==> src/inc/sbs_pkg.sv <==
// Package for the shared I/O bus switch: bus line bundles, modes, timing.
// Assumes a single 100 MHz core clock domain; no register bus.
package sbs_pkg;

   // Bus geometry: 27 lines, 8 of them the data byte
   localparam int BUS_LINES  = 27;
   localparam int DATA_W     = 8;
   localparam int CTRL_W     = BUS_LINES - DATA_W;

   // Front-switch input debounce time
   localparam int CLK_PERIOD_NS  = 10;
   localparam int SETTLE_TIME_NS = 1000;
   localparam int SETTLE_CYC     = (SETTLE_TIME_NS + CLK_PERIOD_NS - 1) / CLK_PERIOD_NS;
   localparam int SETTLE_W       = $clog2(SETTLE_CYC + 1);

   // Reset values
   localparam logic RST_REMOTE = 1'b0;
   localparam logic RST_SEL    = 1'b0;

   // Byte-wide bus bundle, data byte plus control lines
   typedef struct packed {
      logic [CTRL_W-1:0] ctrl;
      logic [DATA_W-1:0] data;
   } sbs_bus_t;

   // Switch state
   typedef enum logic [1:0] {
      SBS_LOCAL_OPEN,
      SBS_LOCAL_SEL,
      SBS_REMOTE
   } sbs_mode_t;

   // Status outputs
   typedef struct packed {
      logic remote_mode;
      logic local_sel;
      logic remote_sel;
   } sbs_stat_t;

endpackage : sbs_pkg

==> src/rtl/sbs_switch.sv <==
// Shared I/O bus switch: joins a dedicated processor byte bus to a common bus.
// Assumes all inputs synchronous to core_clk; supply-good flags from monitors.
//
// Behaviour
// RQ1: When selected, all 27 dedicated-bus lines pass through to the common bus.
// RQ2: Outside control guarantees at most one switch on a common bus is closed.
// RQ3: When selected, the common bus is spliced into the acknowledge daisy chain.
// RQ4: When unselected, the daisy chain passes straight through on the dedicated bus.
// RQ5: Every transfer across the common bus is a single 8-bit byte.
// RQ6: Traffic is not altered or decoded, only delayed.
// RQ7: Common-bus device addresses differ from all dedicated-bus addresses.
// RQ8: In remote mode the switch is selected while the remote relay input is on.
// RQ9: Relay-driver and logic-level status show mode and local select state.
// RQ10: One front switch enables remote mode, the other makes local selection.
// RQ11: With the negative supply lost, mode changes and local closing are refused.
// RQ12: With the logic supply lost, the switch falls to local, unselected.
// RQ13: An unselected switch drives nothing onto the common bus.
// RQ14: The same logic ties one cycle-stealing channel bus to a shared channel bus.
// RQ15: After reset the switch is unselected with the daisy chain passed through.
`timescale 1ns/1ps

module sbs_switch
   import sbs_pkg::*;
#(
   parameter int SETTLE = SETTLE_CYC
) (
   input  wire logic     core_clk,       // 100 MHz clock
   input  wire logic     resetn,         // Async reset, low active
   input  wire logic     remote_en_sw,   // Front switch: remote enable
   input  wire logic     local_sel_sw,   // Front switch: local select
   input  wire logic     remote_relay,   // Remote select relay energised
   input  wire logic     neg_supply_ok,  // Common-bus negative supply good
   input  wire logic     logic_supply_ok,// Common-bus logic supply good
   input  wire sbs_bus_t ded_bus_i,      // Dedicated (or channel) bus lines in
   input  wire sbs_bus_t com_bus_i,      // Common bus lines back to dedicated
   input  wire logic     ack_in,         // Daisy-chain ack from upstream
   input  wire logic     com_ack_ret,    // Ack returning from end of common bus
   output logic          com_bus_oe,     // Drive enable toward common bus
   output sbs_bus_t      com_bus_o,      // Lines driven onto common bus
   output logic          ded_bus_oe,     // Drive enable back toward dedicated bus
   output sbs_bus_t      ded_bus_o,      // Lines driven back onto dedicated bus
   output logic          com_ack_out,    // Ack sent down the common bus
   output logic          ack_out,        // Ack to rest of dedicated bus
   output sbs_stat_t     stat_logic,     // Logic-level status
   output sbs_stat_t     stat_relay,     // Relay-driver status
   output logic          remote_sel_led  // Remote select indicator
);

   // Debounce counter sized from the parameter, so a long settle time cannot wrap
   localparam int CNT_W = $clog2(SETTLE + 1);

   sbs_mode_t           mode_q, mode_d;
   logic [CNT_W-1:0]    cnt_q, cnt_d;
   logic                rem_raw_q, loc_raw_q;
   logic                rem_sw_q, loc_sw_q;
   logic                raw_change_w, settled_w;
   logic                rem_stable_w, loc_stable_w;
   logic                want_remote_w, want_local_w;
   logic                sel_w;
   sbs_bus_t            com_bus_d, ded_bus_d;
   logic                com_ack_d, ack_d;
   sbs_stat_t           stat_w;
   logic                first_q;

   // Filter front switches: a new level must stay for the settle time;
   // a bouncing contact keeps clearing the counter, so the mode never flickers
   assign raw_change_w = (remote_en_sw != rem_raw_q) || (local_sel_sw != loc_raw_q);
   assign settled_w    = (cnt_q == CNT_W'(SETTLE));
   assign cnt_d        = raw_change_w ? '0
                       : settled_w    ? cnt_q
                       :                cnt_q + CNT_W'(1);
   assign rem_stable_w = settled_w ? rem_raw_q : rem_sw_q;
   assign loc_stable_w = settled_w ? loc_raw_q : loc_sw_q;

   always_ff @(posedge core_clk or negedge resetn) begin
      if (!resetn) begin
         rem_raw_q <= 1'b0;
         loc_raw_q <= 1'b0;
         rem_sw_q  <= 1'b0;
         loc_sw_q  <= 1'b0;
         cnt_q     <= '0;
      end else begin
         rem_raw_q <= remote_en_sw;
         loc_raw_q <= local_sel_sw;
         rem_sw_q  <= rem_stable_w;
         loc_sw_q  <= loc_stable_w;
         cnt_q     <= cnt_d;
      end
   end

   assign want_remote_w = rem_sw_q;
   assign want_local_w  = loc_sw_q;

   // Mode decisions; supply losses take priority over the front switches
   always_comb begin
      mode_d = mode_q;
      if (!logic_supply_ok) begin
         mode_d = SBS_LOCAL_OPEN;                             // RQ12
      end else if (!neg_supply_ok) begin
         // Frozen mode; only opening from local select is still allowed
         if (mode_q == SBS_LOCAL_SEL && !want_local_w) begin // RQ11
            mode_d = SBS_LOCAL_OPEN;
         end
      end else begin
         case (mode_q)
            SBS_LOCAL_OPEN: begin
               if (want_remote_w)     mode_d = SBS_REMOTE;   // RQ10
               else if (want_local_w) mode_d = SBS_LOCAL_SEL;// RQ10
            end
            SBS_LOCAL_SEL: begin
               if (want_remote_w)     mode_d = SBS_REMOTE;
               else if (!want_local_w) mode_d = SBS_LOCAL_OPEN;
            end
            SBS_REMOTE: begin
               if (!want_remote_w)
                  mode_d = want_local_w ? SBS_LOCAL_SEL : SBS_LOCAL_OPEN;
            end
            default: mode_d = SBS_LOCAL_OPEN;
         endcase
      end
   end

   // Closed in local select, or in remote mode with the relay on
   assign sel_w = (mode_d == SBS_LOCAL_SEL) ||
                  ((mode_d == SBS_REMOTE) && remote_relay && logic_supply_ok); // RQ8

   // Pass-through selection; an open switch drives zeros both ways, so a failed
   // or unselected processor can never leak onto the shared lines
   assign com_bus_d = sel_w ? ded_bus_i : '0;                  // RQ1 RQ5 RQ6
   assign ded_bus_d = sel_w ? com_bus_i : '0;                  // RQ6 RQ14

   // Daisy chain: spliced through the common bus when closed, straight when open
   assign com_ack_d = sel_w ? ack_in : 1'b0;                   // RQ3
   assign ack_d     = sel_w ? com_ack_ret : ack_in;            // RQ3 RQ4

   // Mode register; comes up open so no processor owns the shared bus
   always_ff @(posedge core_clk or negedge resetn) begin
      if (!resetn) begin
         mode_q <= SBS_LOCAL_OPEN;                             // RQ15
      end else begin
         mode_q <= mode_d;
      end
   end

   // Drive enables; both directions open and close on the same edge
   always_ff @(posedge core_clk or negedge resetn) begin
      if (!resetn) begin
         com_bus_oe <= RST_SEL;
         ded_bus_oe <= RST_SEL;
      end else begin
         com_bus_oe <= sel_w;                                  // RQ13
         ded_bus_oe <= sel_w;                                  // RQ14
      end
   end

   // Data and control lines, one cycle of delay each way, nothing decoded
   always_ff @(posedge core_clk or negedge resetn) begin
      if (!resetn) begin
         com_bus_o <= '0;
         ded_bus_o <= '0;
      end else begin
         com_bus_o <= com_bus_d;
         ded_bus_o <= ded_bus_d;
      end
   end

   // Acknowledge chain; registering it costs one cycle but keeps outputs clean
   always_ff @(posedge core_clk or negedge resetn) begin
      if (!resetn) begin
         com_ack_out <= 1'b0;
         ack_out     <= 1'b0;
      end else begin
         com_ack_out <= com_ack_d;
         ack_out     <= ack_d;
      end
   end

   // Status flags; one set feeds both the logic-level and relay-driver copies
   assign stat_w = '{
      remote_mode: (mode_d == SBS_REMOTE),
      local_sel:   (mode_d == SBS_LOCAL_SEL),
      remote_sel:  (mode_d == SBS_REMOTE) && remote_relay && logic_supply_ok
   };

   always_ff @(posedge core_clk or negedge resetn) begin
      if (!resetn) begin
         stat_logic     <= '{RST_REMOTE, RST_SEL, RST_SEL};
         stat_relay     <= '{RST_REMOTE, RST_SEL, RST_SEL};
         remote_sel_led <= 1'b0;
      end else begin
         stat_logic     <= stat_w;                             // RQ9
         stat_relay     <= stat_w;                             // RQ9
         remote_sel_led <= stat_w.remote_sel;                  // RQ10
      end
   end

   // Marks the first edge after reset release, for the power-up check only
   always_ff @(posedge core_clk or negedge resetn) begin
      if (!resetn) begin
         first_q <= 1'b1;
      end else begin
         first_q <= 1'b0;
      end
   end

   // Checks
   // Logic supply loss forces the switch open and local
   chk_logic_loss_open: assert property (@(posedge core_clk) disable iff (!resetn) // RQ12
      !logic_supply_ok |=> !com_bus_oe && !stat_logic.remote_mode
                           && !stat_logic.local_sel)
      else $error("switch not opened on logic supply loss");
   // Indicator, return drive and common-bus ack drop with the logic supply too
   chk_logic_loss_led: assert property (@(posedge core_clk) disable iff (!resetn) // RQ12
      !logic_supply_ok |=> !remote_sel_led && !ded_bus_oe && !com_ack_out)
      else $error("outputs still active on logic supply loss");

   // Negative supply loss freezes the mode, except for opening a local select
   chk_neg_no_close: assert property (@(posedge core_clk) disable iff (!resetn) // RQ11
      (!neg_supply_ok && logic_supply_ok && mode_q == SBS_LOCAL_OPEN)
         |=> mode_q == SBS_LOCAL_OPEN)
      else $error("mode changed with negative supply lost");
   // Remote control keeps its mode while the negative supply is away
   chk_neg_keep_remote: assert property (@(posedge core_clk) disable iff (!resetn) // RQ11
      (!neg_supply_ok && logic_supply_ok && mode_q == SBS_REMOTE)
         |=> mode_q == SBS_REMOTE)
      else $error("remote mode lost on negative supply loss");
   // A local select may not turn into remote mode without the negative supply
   chk_neg_no_remote: assert property (@(posedge core_clk) disable iff (!resetn) // RQ11
      (!neg_supply_ok && logic_supply_ok && mode_q == SBS_LOCAL_SEL)
         |=> mode_q != SBS_REMOTE)
      else $error("local select moved to remote with negative supply lost");

   // Forward path copies the dedicated lines unchanged
   chk_pass_data: assert property (@(posedge core_clk) disable iff (!resetn) // RQ1
      sel_w |=> com_bus_oe && com_bus_o == $past(ded_bus_i))
      else $error("data not passed through when selected");
   // Return path mirrors the forward path
   chk_pass_back: assert property (@(posedge core_clk) disable iff (!resetn) // RQ6
      sel_w |=> ded_bus_oe && ded_bus_o == $past(com_bus_i))
      else $error("common bus lines not returned when selected");
   // An open switch leaves the common bus alone
   chk_open_quiet: assert property (@(posedge core_clk) disable iff (!resetn) // RQ13
      !sel_w |=> !com_bus_oe && com_bus_o == '0)
      else $error("common bus driven while open");
   // No acknowledge enters the common bus while it is not driven
   chk_com_ack_quiet: assert property (@(posedge core_clk) disable iff (!resetn) // RQ13
      !com_bus_oe |-> !com_ack_out)
      else $error("acknowledge sent down an undriven common bus");
   // An open switch returns nothing toward the dedicated or channel bus
   chk_back_quiet: assert property (@(posedge core_clk) disable iff (!resetn) // RQ14
      !sel_w |=> !ded_bus_oe && ded_bus_o == '0)
      else $error("dedicated bus driven while open");
   // Both directions always switch together
   chk_oe_pair: assert property (@(posedge core_clk) disable iff (!resetn) // RQ14
      com_bus_oe == ded_bus_oe)
      else $error("drive enables disagree");

   // Daisy chain, open and closed
   chk_chain_through: assert property (@(posedge core_clk) disable iff (!resetn) // RQ4
      !sel_w |=> ack_out == $past(ack_in) && !com_ack_out)
      else $error("daisy chain broken while open");
   // Closed switch puts the common bus inside the chain
   chk_chain_splice: assert property (@(posedge core_clk) disable iff (!resetn) // RQ3
      sel_w |=> ack_out == $past(com_ack_ret) && com_ack_out == $past(ack_in))
      else $error("common bus not in daisy chain");

   // Remote relay closes the switch in remote mode
   chk_remote_select: assert property (@(posedge core_clk) disable iff (!resetn) // RQ8
      (mode_q == SBS_REMOTE && mode_d == SBS_REMOTE && remote_relay && logic_supply_ok)
         |=> com_bus_oe && remote_sel_led)
      else $error("remote relay did not select");
   // Without the relay, remote mode stays open
   chk_remote_open: assert property (@(posedge core_clk) disable iff (!resetn) // RQ8
      (mode_d == SBS_REMOTE && !remote_relay) |=> !com_bus_oe && !com_ack_out)
      else $error("remote mode closed without the relay");
   // Remote select flag and indicator need the relay
   chk_relay_needed: assert property (@(posedge core_clk) disable iff (!resetn) // RQ8
      !remote_relay |=> !stat_logic.remote_sel && !remote_sel_led)
      else $error("remote select shown without the relay");

   // Front switches: local select closes from open, remote enable wins
   chk_local_close: assert property (@(posedge core_clk) disable iff (!resetn) // RQ10
      (logic_supply_ok && neg_supply_ok && mode_q == SBS_LOCAL_OPEN
         && want_local_w && !want_remote_w) |=> com_bus_oe && stat_logic.local_sel)
      else $error("local select switch did not close");
   // With both supplies good, remote enable takes the switch to remote mode
   chk_remote_wins: assert property (@(posedge core_clk) disable iff (!resetn) // RQ10
      (logic_supply_ok && neg_supply_ok && want_remote_w)
         |=> stat_logic.remote_mode && !stat_logic.local_sel)
      else $error("remote enable switch not obeyed");

   // Status copies agree and follow the mode
   chk_status_mode: assert property (@(posedge core_clk) disable iff (!resetn) // RQ9
      ##1 stat_relay == stat_logic && stat_logic.remote_mode == (mode_q == SBS_REMOTE))
      else $error("status does not match mode");
   // Local select is only shown in local mode
   chk_local_status: assert property (@(posedge core_clk) disable iff (!resetn) // RQ9
      stat_logic.local_sel |-> !stat_logic.remote_mode && !stat_logic.remote_sel)
      else $error("local select shown outside local mode");

   // Power-up leaves the switch open and local
   chk_reset_open: assert property (@(posedge core_clk) disable iff (!resetn) // RQ15
      first_q |-> !com_bus_oe && !ded_bus_oe && stat_logic == '0
                  && mode_q == SBS_LOCAL_OPEN)
      else $error("switch not open after reset");

endmodule : sbs_switch

==> config.mk <==
export PLATFORM = sky130hd
export DESIGN_NAME = sbs_switch
export DESIGN_NICKNAME = d
export VERILOG_FILES = /design/src/inc/sbs_pkg.sv /design/src/rtl/sbs_switch.sv
export SDC_FILE = /design/constraint.sdc
export NUM_CORES = 1
export LEC_CHECK = 0
export BUFFER_PORTS_ARGS = -buffer_cell sky130_fd_sc_hd__buf_2
export CORE_MARGIN = 1.5
export CORE_UTILIZATION = 48
export CTS_CLUSTER_SIZE = 40
export DETAILED_ROUTE_END_ITERATION = 7
export HOLD_SLACK_MARGIN = 0.02
export PLACE_DENSITY = 0.84
export SLEW_MARGIN = 20
export SYNTH_ARGS = -nofsm -noshare
export SYNTH_HDL_FRONTEND = slang
export SYNTH_SLANG_ARGS = --single-unit
==> constraint.sdc <==
create_clock -name core_clk -period 3.22 [get_ports core_clk]
set_input_delay 0.644 -clock core_clk [delete_from_list [all_inputs] [get_ports core_clk]]
set_output_delay 0.644 -clock core_clk [all_outputs]
set_load 0.01 [all_outputs]
* After elaboration in Yosys (flattened, before gate mapping)
Index checks and enable logic that the tools add are counted.
** Word-level totals
- Logic and storage cells :: 48
- Input port bits :: 63
- Flip-flop bits (word level) :: 73
** Cells by class
- $add $sub $neg :: 1
- Mux-type cells :: 16
- Reductions and logical operators :: 7
- Eq/ne operators :: 8
** Operators by type and width (number)
- 27-bit two-way mux :: 2
- 2-bit two-way mux :: 8
- 7-bit two-way mux :: 2
- 7-bit by 1-bit adder with 7-bit output, second input constant :: 1
- 7-bit == test, second input constant :: 1
- 2-bit case mux with 3 select lines :: 1
- 2-bit by 1-bit == test with 1-bit output, second input constant :: 2
- 2-bit == test, second input constant :: 2
- 1-bit logical AND :: 3
- 1-bit two-way mux :: 3
- 2-bit logical NOT :: 1
- 1-bit logical OR :: 2
- 1-bit inequality test :: 2
- 2-bit inequality test, second input constant :: 1
- 1-bit logical NOT :: 1

* Logic depth before layout (Yosys ltp)
Gate-level depths: netlist of run 1.
- Word-level depth :: 10
- Gate-level depth with buffers :: 6
- Gate-level depth less buffers :: 6

* Least setup slack after synthesis of run 1
No wires, ideal clock.
- Path type :: input to register
- Start :: in neg_supply_ok
- End :: reg ack_out
- Arrival time :: 1.594 ns
- Stages on the path :: 5
- Setup slack :: 1.501 ns
- Buffers on the path :: 1
- Cells stage by stage :: nor2b_4 > o2111a_1 > a21o_1 > buf_6 > mux2_4
** RTL lines
- start: declaration :: RTL line sbs_switch.sv:32 : input wire logic neg_supply_ok,
- end signal: assignment :: RTL line sbs_switch.sv:174 : ack_out <= ack_d;
- end: declaration :: RTL line sbs_switch.sv:43 : output logic ack_out,

==> metrics.txt, run 1 <==
H-tree depth=3; # rows=26; largest family of logic cells by synthesized area=simple AND/OR/NAND/NOR gates; vias in the first global route=1689; Antenna Violating Nets Remaining=0; Setup Fix Bufs, Post-CTS=0; post-layout util=65.7%; Clk pwr share=35.1%; CTS Root Buffer Type=clkbuf_8; Area growth syn-to-layout=31.0%; WL/cell=12.2 um; Post-synth ARST share=100%; drt first pass iters=4; CP max FO=22; crit end category=flip-flop; Rel. slew slack=42.7%; Worst-Skew Late Latency=330 ps; NetSw=365 uW; Filler cells=379; Post-DP Area=3240 um2; clock tree buffer depth=2; P_int=1.27 mW; Horiz. Die Dim=76.5 um; final hold vios=0; min Tclk post-route=1730 ps; logic gate share of total power=7.0%; EDFF count, synth=0; initial antenna violation count=0; I/O pin cnt=128; Synth cell types=29; critical path's top delay family=compound AO/OA/AOI/OAI gates; die area=5850 um2; maxcap violations=0; Worst R2R Setup Slack=1530 ps; Slowest cell on crit path=a21o_1; total grt overflow=0; Cells after Synth=188; clk_skew=7.01 ps; Die Height=76.5 um; HP Class=input pin to async pin; hold buffer count at cts=0; WL final=4780 um; Worst Max-Slew Pin Slew=860 ps; Post-Syn Nets=253; final std cells w/o fill=392; mapped cell area=2590 um2; Ant. Diodes=0; WP buf/inv=2; share of post-route cells with drive strength above 1=46.0%; Most used DFF post-synth=dfrtp_1; post-synthesis simple-gate area fraction=18.7%; status=complete, no violations; unrepaired setup endpoints after global routing=no; Storage cell area=1830 um2; Seq pwr share=57.9%; max-slew violation count=0; Setup-failing EPs final=0; xor/xnor share of the synthesized area=1.35%; CP required=3480 ps; Final GP Congestion=0.761; CTS buffer count=9; CP Cell Sequence=buf_2 -> nor2b_4 -> o2111a_1 -> a21o_1 -> buf_4 -> and2_1; Sink Count=73; Final WS setup=1490 ps; power density over cell area=480 nW/um2; pre-CTS setup slack=1120 ps; largest net degree at the start of global routing=74; CTS tree=built; Starting DRT DRC Count=76; total power=1.63 mW; post-synthesis adder-cell area fraction=0.965%; Period Utilization, post-route=53.6%; Crit Path Class=input pin to flip-flop; complex-gate fraction of the synthesized area=2.85%; fmax=580 MHz; Max VDD drop=0.322 mV; mux cell area share after synthesis=1.83%; Synth Warn #=0; DRC Markers=0; HPWL after DPL=3450 um; LEAKAGE=1.97 nW; WHS=429 ps; switch share=22.4%; number of synthesized register bits=73; Max stage delay on crit path=360 ps; first-pass GRT wire length=7790 um; placed cells=376; Fin Setup TNS=0 ps; I/O Buffers=127; Worst Path Arrival=1980 ps; multi-input logic area=667 um2; Seq/Total Area, Yosys=70.5%; Global Route Usage Sum=17.5%; core area=5170 um2; crit start category=input pin; Vias/cell=4.52; syn_area_per_cell=13.8 um2; Initial Util=50.1%; fin area=3400 um2; Worst-path clk slew=70 ps; number of vias in the routed layout=1770; Final nets=382; cts repair resizes=0
==> state kept, by name, summed over array words and instances (netlist names), 2 cells and up <==
signal and cells:
ded_bus_o 27, com_bus_o 27, stat_relay 2, cnt_q 7, mode_q 2
==> per-layer routing <==
| metal | vias to the layer above | GRT usage (%) | wire [um] |
|---|---|---|---|
| li1 | 848 | - | - |
| met1 | 827 | 20.8 | 1860 |
| met2 | 87 | 28.0 | 2400 |
| met3 | 8 | 7.54 | 444 |
| met4 | 0 | 7.22 | 68 |
| met5 | - | 0 | 0 |
==> Yosys cell counts (all sizes together) (2+ instances only) <==
master   n  area (um2)
inv      2        7.51
or3      3        18.8
xnor2    3        26.3
buf     10        87.6
dfrtp   73        1830
ha       2        25.0
o21ai    4        20.0
nor3     2        15.0
nand2    6        22.5
o211ai   2        15.0
and2    57         357
mux2     3        37.5
nor2     5        18.8
nor2b    2        20.0
nand3    3        15.0
a21oi    4        20.0
==> worst reg2reg max path: cells and delay by family (launching register included) <==
kind / cells / cell delay [ps]
AOI/OAI and AO/OA: 2 / 590
DFF: 1 / 440
buffers and inverters: 1 / 290
and+or+nand+nor: 2 / 320
==> cell families after synthesis <==
kind of cell / Yosys count
compound gates: 12
xor+xnor: 4
fa+ha+maj: 2
buf+inv: 13
flops: 73
mux: 4
simple gates: 80
==> power groups by stage <==
stage	registers [mW]	clock network, mW	logic (mW)
floorplan	0.970	0	0.0354
global placement	0.961	0	0.114
detailed placement	0.961	0	0.117
CTS	0.944	0.592	0.117
global route	0.945	0.637	0.129
finish	0.944	0.573	0.114
==> cells in the final DEF (no fill, tap or decap) <==
master and count:
dfrtp_1 73, nand4_1 1, nand2_1 6, nor3_1 1
mux2_4 1, nand3_1 3, o2111a_1 1, and2_1 57
nor2b_1 1, nor2b_4 1, nor2_1 5, clkinv_2 4
mux2i_1 1, o211ai_1 2, inv_1 2, a21oi_1 4
nor3_2 1, buf_4 3, ha_1 2, o21ai_0 3
or3_1 3, o21ai_1 1, mux2_2 2, nor3b_2 1
a21o_1 1, xnor2_1 3, xor2_1 1, clkbuf_8 9
buf_2 126, clkbuf_1 3
==> cell type report <==
cell class / instances / share of cell area (%)
Sequential cell: 73 / 53.8
Timing Repair Buffer: 129 / 19.2
Multi-Input combinational cell: 102 / 19.6
Clock inverter: 4 / 0.589
Clock buffer: 12 / 3.98
Tap cell: 70 / 2.58
Inverter: 2 / 0.221
==> worst paths after layout <==
path                               startpoint            end  cells past startpoint
worst min-delay path                   resetn       cnt_q[6]                      1
worst min register to register      rem_raw_q       rem_sw_q                      1
max in group asynchronous              resetn   ded_bus_o[6]                      1
min in group core_clk            remote_en_sw      rem_raw_q                      1
worst max-delay path            neg_supply_ok  ded_bus_o[24]                      6
worst max register to register       rem_sw_q  ded_bus_o[24]                      5
Note: power is estimated with default switching activity, not from simulation.
==> run 2, diff against run 1 <==
--- a/config.mk
+++ b/config.mk
@@ -7,11 +7,11 @@
 export LEC_CHECK = 0
 export BUFFER_PORTS_ARGS = -buffer_cell sky130_fd_sc_hd__buf_2
 export CORE_MARGIN = 1.5
-export CORE_UTILIZATION = 48
+export CORE_UTILIZATION = 41
 export CTS_CLUSTER_SIZE = 40
 export DETAILED_ROUTE_END_ITERATION = 7
 export HOLD_SLACK_MARGIN = 0.02
-export PLACE_DENSITY = 0.84
+export PLACE_DENSITY = 0.77
 export SLEW_MARGIN = 20
 export SYNTH_ARGS = -nofsm -noshare
 export SYNTH_HDL_FRONTEND = slang
==> constraint.sdc (replaced) <==
create_clock -name core_clk -period 1.45 [get_ports core_clk]
set_input_delay 0.29 -clock core_clk [delete_from_list [all_inputs] [get_ports core_clk]]
set_output_delay 0.29 -clock core_clk [all_outputs]
set_load 0.01 [all_outputs]
==> metrics.txt, run 2 (synthesized netlist as in run 1, its figures left out) <==
status=finished with violations; failing checks=negative setup slack; most frequent cells in the layout=126 x buf_2, 73 x dfrtp_1, 43 x and2_4; Crit Path Class=flip-flop to flip-flop; CTS Root Buffer Type=clkbuf_8; CTS tree=built; Sink Count=73 (unchanged); Initial Util=43.0% (-7.1 points); CP required=1670 ps (-1810 ps); core area=6030 um2 (+16%); RR Endpoint=com_ack_out; hold endpoint=rem_raw_q; number of vias in the routed layout=1862 (+5.2%); CP max FO=9 (-59%); metal2 WL=2830 um (+18%); Ant. Diodes=0 (unchanged); min Tclk post-route=1490 ps; fmax=671 MHz; Worst R2R Setup Slack=-40 ps (-1570 ps); unrepaired setup endpoints after global routing=yes; Period Utilization, post-route=103%; Global Route Usage Sum=16.4% (-1.1 points); leading cell type in the layout, fill and taps excluded=buf_2; I/O pin cnt=128 (unchanged); Rel. slew slack=74.9% (+32 points); Fin Setup TNS=-1210 ps (-1210 ps); drt first pass iters=4 (unchanged); total grt overflow=0 (unchanged); largest net degree at the start of global routing=41 (-45%); multi-input logic area=836 um2 (+25%); LEAKAGE=2.19 nW (+11%); Worst Path Arrival=1710 ps (-270 ps); Vias/cell=4.47 (-1.1%); Horiz. Die Dim=82.5 um (+7.9%); routed metal-1 wirelength=2190 um (+18%); Worst Max-Slew Pin Slew=376 ps (-484 ps); R2R cell count=5 (unchanged); hold_sp=remote_en_sw; Final nets=402 (+5.2%); vias in the first global route=1828 (+8.2%); crit end category=flip-flop; clock tree buffer depth=2 (unchanged); hold path cells=1; H-tree depth=3 (unchanged); I/O Buffers=127 (unchanged); max-slew violation count=0 (unchanged); DRC Markers=0 (unchanged); Final WS setup=-40.9 ps (-1540 ps); HP Class=input pin to flip-flop; initial antenna violation count=0 (unchanged); share of post-route cells with drive strength above 1=64.6% (+19 points); Max VDD drop=0.858 mV (+170%); Final GP Congestion=0.803 (+5.5%); WL met3=393 um (-11%); Regs by FF count=com_bus_o (27), ded_bus_o (27), cnt_q (7); Setup-failing EPs final=56 (+56); Die Height=82.5 um (+7.9%); HPWL after DPL=3780 um (+9.9%); clk_skew=8.29 ps (+1.28 ps); Starting DRT DRC Count=51 (-33%); Antenna Violating Nets Remaining=0 (unchanged); Filler cells=466 (+23%); power density over cell area=1070 nW/um2 (+120%); Area growth syn-to-layout=49.0%; Worst-path clk slew=70 ps (about the same); Worst-Skew Late Latency=330 ps (about the same); # rows=28 (+7.7%); Top Metal Used=met4; WL/cell=13.2 um (+8.0%); maxcap violations=0 (unchanged); final hold vios=0 (unchanged); Post-DP Area=3360 um2 (+3.6%); CTS buffer count=9 (unchanged); crit start category=flip-flop; die area=6810 um2 (+16%); first-pass GRT wire length=8180 um (+5.0%); fin area=3860 um2 (+14%); reg2reg start=mode_q[0]; Storage cell area=1830 um2 (unchanged); WL final=5490 um (+15%)
-- run 2: cell count changes in the layout (fill, tap and decap cells not counted), moves of 3 or more --
cell      previous run  this run
and2_4               0        43
buf_4                3        15
and2_1              57        14
clkbuf_1             3         0
-- run 2: stage by stage --
stage | power, mW | util (%) | setup WS, ps | std cells | hold WS [ps]
6_report | 4.14 | 64.1 | -40.9 | 417 | 90.1
5_1_grt | 4.33 | 64.1 | -85.3 | 417 | 73.7
4_1_cts | 4.15 | 60.7 | -14.1 | 413 | 72.1
3_5_place_dp | 2.42 | 55.7 | -118 | 393 | 242
3_3_place_gp | 2.41 | 55.7 | -73.5 | 393 | 235
2_1_floorplan | 2.23 | - | 7.46 | 188 | -5.59
-- run 2: layout make-up --
cell class	count	share of cell area [%]
Inverter	2	0.194
Sequential cell	73	47.3
Clock buffer	9	3.21
Timing Repair Buffer	149	22.8
Tap cell	75	2.43
Clock inverter	7	2.46
Multi-Input combinational cell	102	21.6
-- run 2: routing by layer --
| metal | track usage [%] | vias up |
|---|---|---|
| li1 | - | 894 |
| met1 | 18.9 | 888 |
| met2 | 26.4 | 73 |
| met3 | 6.37 | 7 |
| met4 | 8.33 | 0 |
| met5 | 0 | - |
-- run 2: how the worst max path moves through the flow --
stage,end,startpoint
6_report,com_ack_out,mode_q[0]
5_1_grt,cnt_q[1],cnt_q[1]
4_1_cts,loc_sw_q,cnt_q[0]
3_5_place_dp,com_bus_o[7],neg_supply_ok
3_3_place_gp,com_bus_o[23],neg_supply_ok
2_1_floorplan,ack_out,mode_q[0]
-- run 2: worst max-delay path, cell delays in order, from the launching register on --
cell and delay, ps:
dfrtp_1 410, nor2b_4 130, o2111a_1 260, a21o_4 260, clkbuf_16 180, and2_4 150
-- run 2: timing repair --
item	CTS	global route
gates resized for setup	12	51
pin swaps	4	4
gates cloned	0	2
setup buffers	3	3
setup endpoints to repair	54	61
hold buffers	1	0
endpoints found under the hold margin	27	0
-- run 2: power by group --
part	total [mW]	switching, mW	internal, mW
clock	1.69	0.722	0.968
sequential	2.10	0.0175	2.08
combinational	0.353	0.162	0.191
